`src/rt_node_pkg.sv`:
```
`default_nettype none

package rt_node_pkg;

  // Node states, one-hot so that an upset code is caught by the default branch.
  typedef enum logic [6:0] {
    ST_INACTIVE             = 7'h01,
    ST_PLAIN_TCPIP_FALLBACK = 7'h02,
    ST_FIRST_PREOP_PHASE    = 7'h04,
    ST_SECOND_PREOP_PHASE   = 7'h08,
    ST_ARMED_STATE          = 7'h10,
    ST_OPERATIONAL          = 7'h20,
    ST_STOPPED              = 7'h40
  } node_state_t;

  // System clock rate.
  localparam int unsigned CLK_FREQ_HZ     = 125_000_000;

  // Indicator rates, each in its own unit as printed.
  localparam int unsigned FLICKER_FREQ_HZ = 10;
  localparam int unsigned FLASH_FREQ_HZ   = 1;
  localparam int unsigned BLINK_FREQ_DHZ  = 25;

  // One tick is half a flicker period; every pattern is built from ticks.
  localparam int unsigned TICK_CYCLES     = CLK_FREQ_HZ / (2 * FLICKER_FREQ_HZ);
  localparam int unsigned TICKS_PER_FLASH = (2 * FLICKER_FREQ_HZ) / FLASH_FREQ_HZ;
  localparam int unsigned TICKS_PER_BLINK = (2 * FLICKER_FREQ_HZ * 10) / (2 * BLINK_FREQ_DHZ);
  localparam int unsigned FLASH_ON_TICKS  = 2;

  // Counter widths and reset values.
  localparam int unsigned TICK_CNT_W      = 23;
  localparam int unsigned PHASE_W         = 5;
  localparam int unsigned BLINK_W         = 3;
  localparam int unsigned TIMEOUT_W       = 32;
  localparam logic [TIMEOUT_W-1:0] TIMEOUT_RESET = 32'h0000_0000;

endpackage

`default_nettype wire

```
`src/rt_ethernet_node_state_led.sv`:
```
`timescale 1ns/100ps
`default_nettype none

// Contract
// RQ1: Green LED stays off while inactive, switched off, starting or faulty. The code keeps a master in fallback flickering while switched off.
// RQ2: Master watches bus when inactive; timeout gives first preop, traffic blocks start.
// RQ3: Slave watches bus when inactive; timeout gives fallback, traffic gives first preop.
// RQ4: Fallback flickers green near ten hertz and runs the port as TCP/IP.
// RQ5: Master leaves fallback only through a reset of the interface.
// RQ6: Slave in fallback moves to first preop on fieldbus traffic.
// RQ7: First preop shows one green flash per second.
// RQ8: Master in first preop runs reduced cycle without cyclic traffic.
// RQ9: Slave in first preop takes configuration and moves on start-of-cycle frame.
// RQ10: Slave lights red in preop phases or armed when master failure is seen.
// RQ11: Second preop shows two green flashes per second.
// RQ12: Master in second preop runs cyclic traffic, ignoring cyclic input data.
// RQ13: Slave in second preop takes configuration; master command moves it to armed.
// RQ14: Armed state shows three green flashes per second.
// RQ15: Master when armed runs cyclic and async traffic, ignoring received process data.
// RQ16: Slave when armed sends mapped process data but does not evaluate received data.
// RQ17: Operational keeps green steady, applies mapping and evaluates cyclic data.
// RQ18: Stopped blinks green near two and a half hertz.
// RQ19: Master never enters the stopped state.
// RQ20: Slave stopped moves no data; only master commands enter or leave it. The code also drops it to inactive when switched off.
// RQ21: All flash patterns come from one free-running period counter.
// RQ22: Bus timeout is a loadable cycle count, reloaded on entry, cleared on traffic.
module rt_ethernet_node_state_led #(
  parameter int unsigned TICK_CYCLES = rt_node_pkg::TICK_CYCLES
) (
  input  wire logic                              mclk_i,
  input  wire logic                              reset_n_i,
  input  wire logic                              clk_en_i,
  input  wire logic                              role_master_i,
  input  wire logic                              node_enable_i,
  input  wire logic                              fieldbus_frame_i,
  input  wire logic                              soc_frame_i,
  input  wire logic                              master_fail_i,
  input  wire logic                              advance_i,
  input  wire logic                              cmd_ready_i,
  input  wire logic                              cmd_operate_i,
  input  wire logic                              cmd_stop_i,
  input  wire logic                              cmd_leave_stop_i,
  input  wire logic [rt_node_pkg::TIMEOUT_W-1:0] timeout_cycles_i,
  output var  logic                              led_green_o,
  output var  logic                              led_red_o,
  output var  rt_node_pkg::node_state_t          state_o,
  output var  logic                              role_master_o,
  output var  logic                              master_blocked_o,
  output var  logic                              tcpip_mode_o,
  output var  logic                              reduced_cycle_o,
  output var  logic                              cyclic_comm_o,
  output var  logic                              async_comm_o,
  output var  logic                              accept_config_o,
  output var  logic                              tx_pdo_o,
  output var  logic                              eval_rx_pdo_o,
  output var  logic                              drive_outputs_o,
  output var  logic                              provide_inputs_o
);

  rt_node_pkg::node_state_t         state_reg;
  rt_node_pkg::node_state_t         state_next;
  logic                             role_reg;
  logic                             role_next;
  logic                             blocked_reg;
  logic                             blocked_next;
  logic                             reload_reg;
  logic                             reload_next;
  logic [rt_node_pkg::TIMEOUT_W-1:0] timeout_cnt_reg;
  logic [rt_node_pkg::TIMEOUT_W-1:0] timeout_cnt_next;
  logic                             red_next;
  logic                             tcpip_next;
  logic                             reduced_next;
  logic                             cyclic_next;
  logic                             async_next;
  logic                             config_next;
  logic                             tx_pdo_next;
  logic                             eval_next;
  logic                             data_next;

  // Node state sequencer. Role is only re-sampled while inactive so that it
  // cannot change under a running communication phase.
  always_comb begin
    state_next       = state_reg;
    role_next        = role_reg;
    blocked_next     = blocked_reg;
    reload_next      = reload_reg;
    timeout_cnt_next = timeout_cnt_reg;
    unique case (state_reg)
      rt_node_pkg::ST_INACTIVE: begin
        role_next = role_master_i;
        if (!node_enable_i || reload_reg) begin
          timeout_cnt_next = timeout_cycles_i; // RQ22
          reload_next      = 1'b0;
        end else if (blocked_reg) begin
          state_next = rt_node_pkg::ST_INACTIVE; // RQ2
        end else if (fieldbus_frame_i) begin
          timeout_cnt_next = '0; // RQ22
          if (role_reg) begin
            blocked_next = 1'b1; // RQ2
          end else begin
            state_next = rt_node_pkg::ST_FIRST_PREOP_PHASE; // RQ3
          end
        end else if (timeout_cnt_reg == '0) begin
          state_next = role_reg ? rt_node_pkg::ST_FIRST_PREOP_PHASE : // RQ2
                                  rt_node_pkg::ST_PLAIN_TCPIP_FALLBACK; // RQ3
        end else begin
          timeout_cnt_next = timeout_cnt_reg - 1'b1;
        end
      end
      rt_node_pkg::ST_PLAIN_TCPIP_FALLBACK: begin
        if (!role_reg && fieldbus_frame_i) begin
          state_next = rt_node_pkg::ST_FIRST_PREOP_PHASE; // RQ6
        end
      end
      rt_node_pkg::ST_FIRST_PREOP_PHASE: begin
        if (role_reg ? advance_i : soc_frame_i) begin
          state_next = rt_node_pkg::ST_SECOND_PREOP_PHASE; // RQ9
        end
      end
      rt_node_pkg::ST_SECOND_PREOP_PHASE: begin
        if (!role_reg && cmd_stop_i) begin
          state_next = rt_node_pkg::ST_STOPPED; // RQ20
        end else if (role_reg ? advance_i : cmd_ready_i) begin
          state_next = rt_node_pkg::ST_ARMED_STATE; // RQ13
        end
      end
      rt_node_pkg::ST_ARMED_STATE: begin
        if (!role_reg && cmd_stop_i) begin
          state_next = rt_node_pkg::ST_STOPPED; // RQ20
        end else if (role_reg ? advance_i : cmd_operate_i) begin
          state_next = rt_node_pkg::ST_OPERATIONAL;
        end
      end
      rt_node_pkg::ST_OPERATIONAL: begin
        if (!role_reg && cmd_stop_i) begin
          state_next = rt_node_pkg::ST_STOPPED; // RQ20
        end
      end
      rt_node_pkg::ST_STOPPED: begin
        if (role_reg || cmd_leave_stop_i) begin
          state_next = rt_node_pkg::ST_SECOND_PREOP_PHASE; // RQ20
        end
      end
      default: begin
        state_next  = rt_node_pkg::ST_INACTIVE;
        reload_next = 1'b1;
      end
    endcase
    // Switching the interface off drops it to inactive, except a master in
    // fallback, which only a reset may release.
    if (!node_enable_i && state_reg != rt_node_pkg::ST_INACTIVE &&
        !(role_reg && state_reg == rt_node_pkg::ST_PLAIN_TCPIP_FALLBACK)) begin // RQ5
      state_next  = rt_node_pkg::ST_INACTIVE; // RQ1
      reload_next = 1'b1; // RQ22
    end
  end

  // Per-state communication permissions, decoded from the next state so the
  // registered outputs line up with the state register; the red LED is decoded from the current state and lags it by one cycle.
  always_comb begin
    tcpip_next   = (state_next == rt_node_pkg::ST_PLAIN_TCPIP_FALLBACK); // RQ4
    reduced_next = role_reg && (state_next == rt_node_pkg::ST_FIRST_PREOP_PHASE); // RQ8
    cyclic_next  = (state_next == rt_node_pkg::ST_ARMED_STATE) ||
                   (state_next == rt_node_pkg::ST_OPERATIONAL) ||
                   (role_reg && state_next == rt_node_pkg::ST_SECOND_PREOP_PHASE); // RQ12
    async_next   = (state_next == rt_node_pkg::ST_ARMED_STATE) ||
                   (state_next == rt_node_pkg::ST_OPERATIONAL); // RQ15
    config_next  = !role_reg && ((state_next == rt_node_pkg::ST_FIRST_PREOP_PHASE) ||
                                 (state_next == rt_node_pkg::ST_SECOND_PREOP_PHASE)); // RQ13
    tx_pdo_next  = (state_next == rt_node_pkg::ST_OPERATIONAL) ||
                   (!role_reg && state_next == rt_node_pkg::ST_ARMED_STATE); // RQ16
    eval_next    = (state_next == rt_node_pkg::ST_OPERATIONAL); // RQ17
    data_next    = (state_next == rt_node_pkg::ST_OPERATIONAL); // RQ20
    red_next     = !role_reg && master_fail_i &&
                   ((state_reg == rt_node_pkg::ST_FIRST_PREOP_PHASE) ||
                    (state_reg == rt_node_pkg::ST_SECOND_PREOP_PHASE) ||
                    (state_reg == rt_node_pkg::ST_ARMED_STATE)); // RQ10
  end

  // State and output registers; the clock enable freezes all of them.
  always_ff @(posedge mclk_i) begin
    if (!reset_n_i) begin
      state_reg        <= rt_node_pkg::ST_INACTIVE;
      role_reg         <= 1'b0;
      blocked_reg      <= 1'b0;
      reload_reg       <= 1'b1;
      timeout_cnt_reg  <= rt_node_pkg::TIMEOUT_RESET;
      led_red_o        <= 1'b0;
      tcpip_mode_o     <= 1'b0;
      reduced_cycle_o  <= 1'b0;
      cyclic_comm_o    <= 1'b0;
      async_comm_o     <= 1'b0;
      accept_config_o  <= 1'b0;
      tx_pdo_o         <= 1'b0;
      eval_rx_pdo_o    <= 1'b0;
      drive_outputs_o  <= 1'b0;
      provide_inputs_o <= 1'b0;
    end else if (clk_en_i) begin
      state_reg        <= state_next;
      role_reg         <= role_next;
      blocked_reg      <= blocked_next;
      reload_reg       <= reload_next;
      timeout_cnt_reg  <= timeout_cnt_next;
      led_red_o        <= red_next;
      tcpip_mode_o     <= tcpip_next;
      reduced_cycle_o  <= reduced_next;
      cyclic_comm_o    <= cyclic_next;
      async_comm_o     <= async_next;
      accept_config_o  <= config_next;
      tx_pdo_o         <= tx_pdo_next;
      eval_rx_pdo_o    <= eval_next;
      drive_outputs_o  <= data_next;
      provide_inputs_o <= data_next;
    end
  end

  assign state_o          = state_reg;
  assign role_master_o    = role_reg;
  assign master_blocked_o = blocked_reg;

  // Green pattern encoder; it lags the state register by one cycle.
  status_led_encoder #(
    .TICK_CYCLES (TICK_CYCLES)
  ) i_status_led_encoder (
    .mclk_i    (mclk_i),
    .reset_n_i (reset_n_i),
    .clk_en_i  (clk_en_i),
    .state_i   (state_reg),
    .led_o     (led_green_o)
  );
endmodule

`default_nettype wire

```
`src/status_led_encoder.sv`:
```
`timescale 1ns/100ps
`default_nettype none

module status_led_encoder #(
  parameter int unsigned TICK_CYCLES = rt_node_pkg::TICK_CYCLES
) (
  input  wire logic                     mclk_i,
  input  wire logic                     reset_n_i,
  input  wire logic                     clk_en_i,
  input  wire rt_node_pkg::node_state_t state_i,
  output var  logic                     led_o
);

  logic [rt_node_pkg::TICK_CNT_W-1:0] tick_cnt_reg;
  logic [rt_node_pkg::TICK_CNT_W-1:0] tick_cnt_next;
  logic [rt_node_pkg::PHASE_W-1:0]    phase_reg;
  logic [rt_node_pkg::PHASE_W-1:0]    phase_next;
  logic [rt_node_pkg::BLINK_W-1:0]    blink_cnt_reg;
  logic [rt_node_pkg::BLINK_W-1:0]    blink_cnt_next;
  logic                               flicker_reg;
  logic                               flicker_next;
  logic                               blink_reg;
  logic                               blink_next;
  logic                               led_next;
  logic                               tick;

  // Lit while the phase falls in one of the first count on-pulses of the period.
  function automatic logic flash_lit(input logic [rt_node_pkg::PHASE_W-1:0] phase, input int unsigned count);
    int unsigned p;
    p = int'(phase);
    flash_lit = ((p / rt_node_pkg::FLASH_ON_TICKS) % 2 == 0) &&
                (p < (2 * count - 1) * rt_node_pkg::FLASH_ON_TICKS);
  endfunction

  assign tick = (tick_cnt_reg == rt_node_pkg::TICK_CNT_W'(TICK_CYCLES - 1));

  // One free-running period counter feeds every pattern, so all flashes share period and width.
  always_comb begin
    tick_cnt_next  = tick ? '0 : tick_cnt_reg + 1'b1; // RQ21
    phase_next     = phase_reg;
    blink_cnt_next = blink_cnt_reg;
    flicker_next   = flicker_reg;
    blink_next     = blink_reg;
    if (tick) begin
      flicker_next = ~flicker_reg; // RQ4
      phase_next   = (phase_reg == rt_node_pkg::PHASE_W'(rt_node_pkg::TICKS_PER_FLASH - 1)) ?
                     '0 : phase_reg + 1'b1; // RQ21
      if (blink_cnt_reg == rt_node_pkg::BLINK_W'(rt_node_pkg::TICKS_PER_BLINK - 1)) begin
        blink_cnt_next = '0;
        blink_next     = ~blink_reg; // RQ18
      end else begin
        blink_cnt_next = blink_cnt_reg + 1'b1;
      end
    end
    unique case (state_i)
      rt_node_pkg::ST_INACTIVE:             led_next = 1'b0; // RQ1
      rt_node_pkg::ST_PLAIN_TCPIP_FALLBACK: led_next = flicker_reg; // RQ4
      rt_node_pkg::ST_FIRST_PREOP_PHASE:    led_next = flash_lit(phase_reg, 1); // RQ7
      rt_node_pkg::ST_SECOND_PREOP_PHASE:   led_next = flash_lit(phase_reg, 2); // RQ11
      rt_node_pkg::ST_ARMED_STATE:          led_next = flash_lit(phase_reg, 3); // RQ14
      rt_node_pkg::ST_OPERATIONAL:          led_next = 1'b1; // RQ17
      rt_node_pkg::ST_STOPPED:              led_next = blink_reg; // RQ18
      default:                              led_next = 1'b0;
    endcase
  end

  // Registers only; the enable freezes the whole pattern generator.
  always_ff @(posedge mclk_i) begin
    if (!reset_n_i) begin
      tick_cnt_reg  <= '0;
      phase_reg     <= '0;
      blink_cnt_reg <= '0;
      flicker_reg   <= 1'b0;
      blink_reg     <= 1'b0;
      led_o         <= 1'b0;
    end else if (clk_en_i) begin
      tick_cnt_reg  <= tick_cnt_next;
      phase_reg     <= phase_next;
      blink_cnt_reg <= blink_cnt_next;
      flicker_reg   <= flicker_next;
      blink_reg     <= blink_next;
      led_o         <= led_next;
    end
  end

endmodule

`default_nettype wire

```
`config.mk`:
```
export PLATFORM = sky130hd
export DESIGN_NAME = rt_ethernet_node_state_led
export DESIGN_NICKNAME = d
export VERILOG_FILES = /design/src/rt_node_pkg.sv /design/src/rt_ethernet_node_state_led.sv /design/src/status_led_encoder.sv
export SDC_FILE = /design/constraint.sdc
export NUM_CORES = 1
export LEC_CHECK = 0
export BUFFER_PORTS_ARGS = -buffer_cell sky130_fd_sc_hd__buf_2
export CAP_MARGIN = 10
export CORE_MARGIN = 2
export CORE_UTILIZATION = 45
export CTS_CLUSTER_DIAMETER = 80
export DETAILED_ROUTE_END_ITERATION = 8
export SLEW_MARGIN = 20
export SYNTH_ARGS = -nofsm -noshare
export SYNTH_HDL_FRONTEND = slang
export SYNTH_SLANG_ARGS = --single-unit
```
`constraint.sdc`:
```
create_clock -name mclk_i -period 3 [get_ports mclk_i]
set_input_delay 0.6 -clock mclk_i [delete_from_list [all_inputs] [get_ports mclk_i]]
set_output_delay 0.6 -clock mclk_i [all_outputs]
set_load 0.1 [all_outputs]
```
After elaboration in Yosys (flattened, before gate mapping)
Cells that the tools add are included.
- input port bits: 45
- flip-flop bits (word level): 84
- output and inout bits: 20
- word-level logic and storage cells: 116
- bitwise logic cells: 3
- mux-type cells: 33
- reductions and logical operators: 34
- equal/unequal tests: 20
- order comparisons: 3
- add/sub/neg operators: 4
- operators with widths (cell ; number):
    $mux W32 ; 4
    $mux W7 ; 14
    $logic_not A32 Y1 ; 2
    $pmux W7 S7 ; 1
    $sub A32 B1 Y32 const B ; 1
    $add A23 B1 Y23 const B ; 1
    $eq A23 B23 Y1 const B ; 1
    $mux W23 ; 1
    $eq A7 B2 Y1 const B ; 2
    $eq A7 B3 Y1 const B ; 2
    $eq A7 B4 Y1 const B ; 2
    $eq A7 B5 Y1 const B ; 2
    $eq A7 B6 Y1 const B ; 2
    $logic_and A1 B1 Y1 ; 14
    $reduce_and A3 Y1 ; 3
    $logic_or A1 B1 Y1 ; 8
    $mux W1 ; 8
    $eq A7 B1 Y1 const B ; 1
    $eq A7 B7 Y1 const B ; 1
    $ne A7 B1 Y1 const B ; 1
    $mux W3 ; 2
    $ne A3 B3 Y1 const B ; 2
    $pmux W1 S6 ; 1
    $reduce_or A6 Y1 ; 1
    other kinds (14) ; 20

Depth between registers and ports, before layout
- depth in word-level cells: 10
- gate-level depth with buffers: 10
- gate-level depth less buffers: 8

Modules after synthesis
Synthesis repeated with hierarchy kept, for this count alone.
- cells, all modules: 647
- area, all modules: 4976.0 sq um
- by module, submodules not included (module ; cells an instance ; times used ; sequential area each (sq um) ; area an instance (sq um)):
    rt_ethernet_node_state_led ; 445 ; 1 ; 1001.0 ; 3260.6
    status_led_encoder ; 202 ; 1 ; 680.7 ; 1715.4

Worst setup path after synthesis
No wires, ideal clock.
- path kind: register -> register
- start: register state_reg[5], in the netlist state_o[5]
- end: register tx_pdo_o
- setup time: 74 ps
- path buffers: 1
- required time: 2926 ps
- data arrival time: 3019 ps
- setup slack: -94 ps
- stages on the path, launching flop included: 8
- clock period less this slack: 3094 ps
- cells stage by stage: dfxtp_1 -> buf_6 -> or4_4 -> or3_4 -> or3_4 -> and3b_4 -> or4_1 -> a31oi_1
- longest elaborated chain between the ends: 9
- elaborated cells between the ends (all ways): 31
- classes of those cells: eq/ne: 10; mux: 15; reduce/logical: 6
- RTL lines (element ; line ; text):
    start: declaration ; rt_ethernet_node_state_led.sv:60 ; rt_node_pkg::node_state_t state_reg;
    start signal: assignment ; rt_ethernet_node_state_led.sv:183 ; state_reg <= rt_node_pkg::ST_INACTIVE;
    start signal: assignment ; rt_ethernet_node_state_led.sv:199 ; state_reg <= state_next;
    $mux W7, on equally long branches ; rt_ethernet_node_state_led.sv:103, rt_ethernet_node_state_led.sv:98 ;
    $mux W7 ; rt_ethernet_node_state_led.sv:96 ; end else if (fieldbus_frame_i) begin
    $mux W7 ; rt_ethernet_node_state_led.sv:94 ; end else if (blocked_reg) begin
    $mux W7 ; rt_ethernet_node_state_led.sv:91 ; if (!node_enable_i || reload_reg) begin
    $pmux W7 S7 ; rt_ethernet_node_state_led.sv:88 ; unique case (state_reg)
    $mux W7 (*) ; rt_ethernet_node_state_led.sv:151 ; if (!node_enable_i && state_reg != rt_node_pkg::ST_INACTIVE &&
    $eq A7 B5 Y1 ; rt_ethernet_node_state_led.sv:171 ; (!role_reg && state_next == rt_node_pkg::ST_ARMED_STATE);
    $logic_and A1 B1 Y1 ; rt_ethernet_node_state_led.sv:171 ;
    $logic_or A1 B1 Y1 (*) ; rt_ethernet_node_state_led.sv:170 ; tx_pdo_next = (state_next == rt_node_pkg::ST_OPERATIONAL) ||
    end signal: assignment ; rt_ethernet_node_state_led.sv:210 ; tx_pdo_o <= tx_pdo_next;
    end: declaration ; rt_ethernet_node_state_led.sv:54 ; output var logic tx_pdo_o,
Every way passes the cells marked *; elsewhere a longest branch is shown, timed or not.
A chain may end at the register's enable or synchronous reset.

Final worst setup path
- start: register timeout_cnt_reg[19] (netlist bit)
- end: register timeout_cnt_reg[0] (netlist bit)
- longest elaborated chain between the ends: 3
- RTL lines (element ; line ; text):
    start: declaration ; rt_ethernet_node_state_led.sv:68 ; logic [rt_node_pkg::TIMEOUT_W-1:0] timeout_cnt_reg;
    start signal: assignment ; rt_ethernet_node_state_led.sv:187 ; timeout_cnt_reg <= rt_node_pkg::TIMEOUT_RESET;
    start signal: assignment ; rt_ethernet_node_state_led.sv:203 ; timeout_cnt_reg <= timeout_cnt_next;
    $logic_not A32 Y1 ; rt_ethernet_node_state_led.sv:103 ; end else if (timeout_cnt_reg == '0) begin
    $ne A3 B3 Y1 (no line) ; - ;
    $reduce_and A4 Y1 (no line) ; - ;
No other way between the ends.

==> flow_metrics.env <==
export IMPL_design_core_area_um2=10370
export IMPL_cts_setup_buffers=0
export IMPL_grt_max_degree=47
export IMPL_hpwl_um=9550
export IMPL_syn_inst=653
export IMPL_mostFrequentLayoutCells="nor2_1 (89), dfxtp_1 (80), nand2_1 (67)"
export IMPL_antenna_found_initial=0
export IMPL_path_class="reg2reg"
export IMPL_diodes=0
export IMPL_power_total_w=0.002537
export IMPL_placed_cell_area_um2=5335
export IMPL_critPathLaunchType="register"
export IMPL_grt_usage_pct=23.22
export IMPL_synth_fa_ha_area_share_pct=1.297
export IMPL_min_path_type="reg2reg"
export IMPL_routed_wl_um=13410
export IMPL_swShare_pct=29.45
export IMPL_synth_simple_gate_area_share_pct=30.30
export IMPL_clkSlewWorstSetupHoldPaths_ns=0.09
export IMPL_clock_sinks=84
export IMPL_hold_worst_slack_ns=0.4456
export IMPL_design_area_um2=5553
export IMPL_comb_power_share_pct=17.7
export IMPL_n_fill_cell=1035
export IMPL_multi_input_area_um2=2895
export IMPL_ant_nets=0
export IMPL_seq_area_frac_synth_pct=34.86
export IMPL_postCtsHoldBufs=0
export IMPL_grt_overflow_total=0
export IMPL_skew_ns=0.01213
export IMPL_cts_buffers=9
export IMPL_cap_violations=0
export IMPL_nNetsFinal=759
export IMPL_drc_errors=0
export IMPL_end_kind="register"
export IMPL_synth_xor_area_share_pct=5.266
export IMPL_ff_latch_area_um2=1687
export IMPL_p_per_area_nw_per_um2=457.0
export IMPL_intPower_w=0.001790
export IMPL_final_common_cell="nor2_1"
export IMPL_hold_viol_final=0
export IMPL_chipHeight_um=107.5
export IMPL_first_pass_iters=5
export IMPL_grt_pass1_vias=4470
export IMPL_avgSynthCellArea_um2=7.386
export IMPL_boundaryPins=65
export IMPL_synth_edff_count=0
export IMPL_outcome="finished clean"
export IMPL_rsz0062_at_grt="false"
export IMPL_synthFlopType="dfxtp_1"
export IMPL_htree_levels=3
export IMPL_crit_arrival_ns=2.92
export IMPL_drive_gt1_share_pct=16.39
export IMPL_maxSlewViolCount=0
export IMPL_synth_mux_area_share_pct=0.8301
export IMPL_max_slew_worst_pin_slew_ns=1.042
export IMPL_clkPwrFrac_pct=35.3
export IMPL_viasPerCell=5.805
export IMPL_cts_root_buf="clkbuf_8"
export IMPL_clk_latency_ns=0.36
export IMPL_num_vias=4934
export IMPL_synthArstFlopShare_pct=0
export IMPL_ys_types=62
export IMPL_initialDrtViolationCount=309
export IMPL_start_util_pct=46.51
export IMPL_switchingPower_w=0.0007472
export IMPL_gp_congestion=0.9284
export IMPL_cts_path_max_buffers=2
export IMPL_finalSetupTns_ns=0
export IMPL_required_ns=3.25
export IMPL_cts_tree="yes"
export IMPL_yosys_warnings=0
export IMPL_vdd_drop_max_uv=356.8
export IMPL_crit_path_max_fanout=23
export IMPL_postLayoutCoreUtil_pct=53.55
export IMPL_syn_area_um2=4823
export IMPL_wl_per_cell_um=15.78
export IMPL_max_freq_mhz=375.5
export IMPL_slew_headroom_pct=30.25
export IMPL_finalSetupViolations=0
export IMPL_leakage_nw=2.178
export IMPL_synth_compound_area_share_pct=22.13
export IMPL_post_cts_resized=0
export IMPL_grt_pass1_wl_um=21590
export IMPL_fp_dieArea_um2=11560
export IMPL_syn_nets=703
export IMPL_portBuffers=64
export IMPL_fin_crit_ns=2.663
export IMPL_die_x_um=107.5
export IMPL_synth_seq_cells=84
export IMPL_synthToLayoutAreaGrowth_pct=15.12
export IMPL_synth_top_family_by_area="simple AND/OR/NAND/NOR gates"
export IMPL_rows=37
export IMPL_fin_crit_sh_pct=88.78
export IMPL_largest_register_ffs=32
export IMPL_seqPwrFrac_pct=47.0
## metrics by stage
stage	worst slack, ns	cells
floorplan	0.1419	653
global placement	0.4529	834
detailed placement	0.4109	834
CTS	0.3521	850
global route	0.2142	850
finish	0.3366	850
## routing by layer
metal / vias to the layer above / track usage (%) / share of wire, %
met5: - / 0 / 0
met4: 0 / 6.502 / 1.2
met3: 16 / 4.903 / 5.8
met2: 157 / 35.98 / 45
met1: 2302 / 32.62 / 48
li1: 2459 / - / -
## layout make-up
cell class	instances	share of cell area [%]
multi-input combinational	506	52.14
sequential	84	30.37
clock inverter	5	1.555
clock buffer	11	2.366
tap	136	3.064
inverter	18	1.217
timing repair buffer	90	9.283
## cell usage after synthesis, types with 13 or more instances
master | instances | area share (%)
xor2_1 | 18 | 3.3
o21ai_0 | 49 | 5.1
dfxtp_1 | 84 | 35
nor3_1 | 22 | 2.3
a21oi_1 | 57 | 5.9
nor2_1 | 89 | 6.9
clkbuf_1 | 37 | 2.9
nand2_1 | 67 | 5.2
inv_1 | 17 | 1.3
nor4_1 | 16 | 2.1
nand2b_1 | 13 | 1.7
nand3_1 | 25 | 2.6
## cells by family after synthesis
family	count (synthesis)
compound gates	172
xor+xnor	29
fa+ha+maj	5
buf+inv	63
flops	84
mux	4
simple gates	296
## power by group through the flow
stage	clock, W	combinational, W	sequential (W)
after floorplan	0	0.000290	0.00123
after global placement	0	0.000438	0.00122
after detailed placement	0	0.000443	0.00122
after CTS	0.000922	0.000445	0.00119
after global routing	0.000971	0.000496	0.00120
final	0.000896	0.000449	0.00119
## final timing paths
path	startpoint	end	slack, ns	depth (start not counted)
max	timeout_cnt_reg[19]$_SDFFE_PN0P_	timeout_cnt_reg[0]$_SDFFE_PN0P_	0.34	8
min reg2reg	i_status_led_encoder.blink_cnt_reg[2]$_SDFFE_PN0P_	i_status_led_encoder.blink_cnt_reg[2]$_SDFFE_PN0P_	0.45	2
max reg2reg	timeout_cnt_reg[19]$_SDFFE_PN0P_	timeout_cnt_reg[0]$_SDFFE_PN0P_	0.34	8
min	i_status_led_encoder.blink_cnt_reg[2]$_SDFFE_PN0P_	i_status_led_encoder.blink_cnt_reg[2]$_SDFFE_PN0P_	0.45	2
## critical path, stage by stage (launching register included)
cell,delay [ns]
dfxtp_1,0.35
or3_1,0.43
or3_1,0.43
o41ai_1,0.39
buf_4,0.18
a21o_1,0.11
buf_4,0.27
a221oi_1,0.09
a211oi_1,0.29
Note: power is estimated with default switching activity, not from simulation.
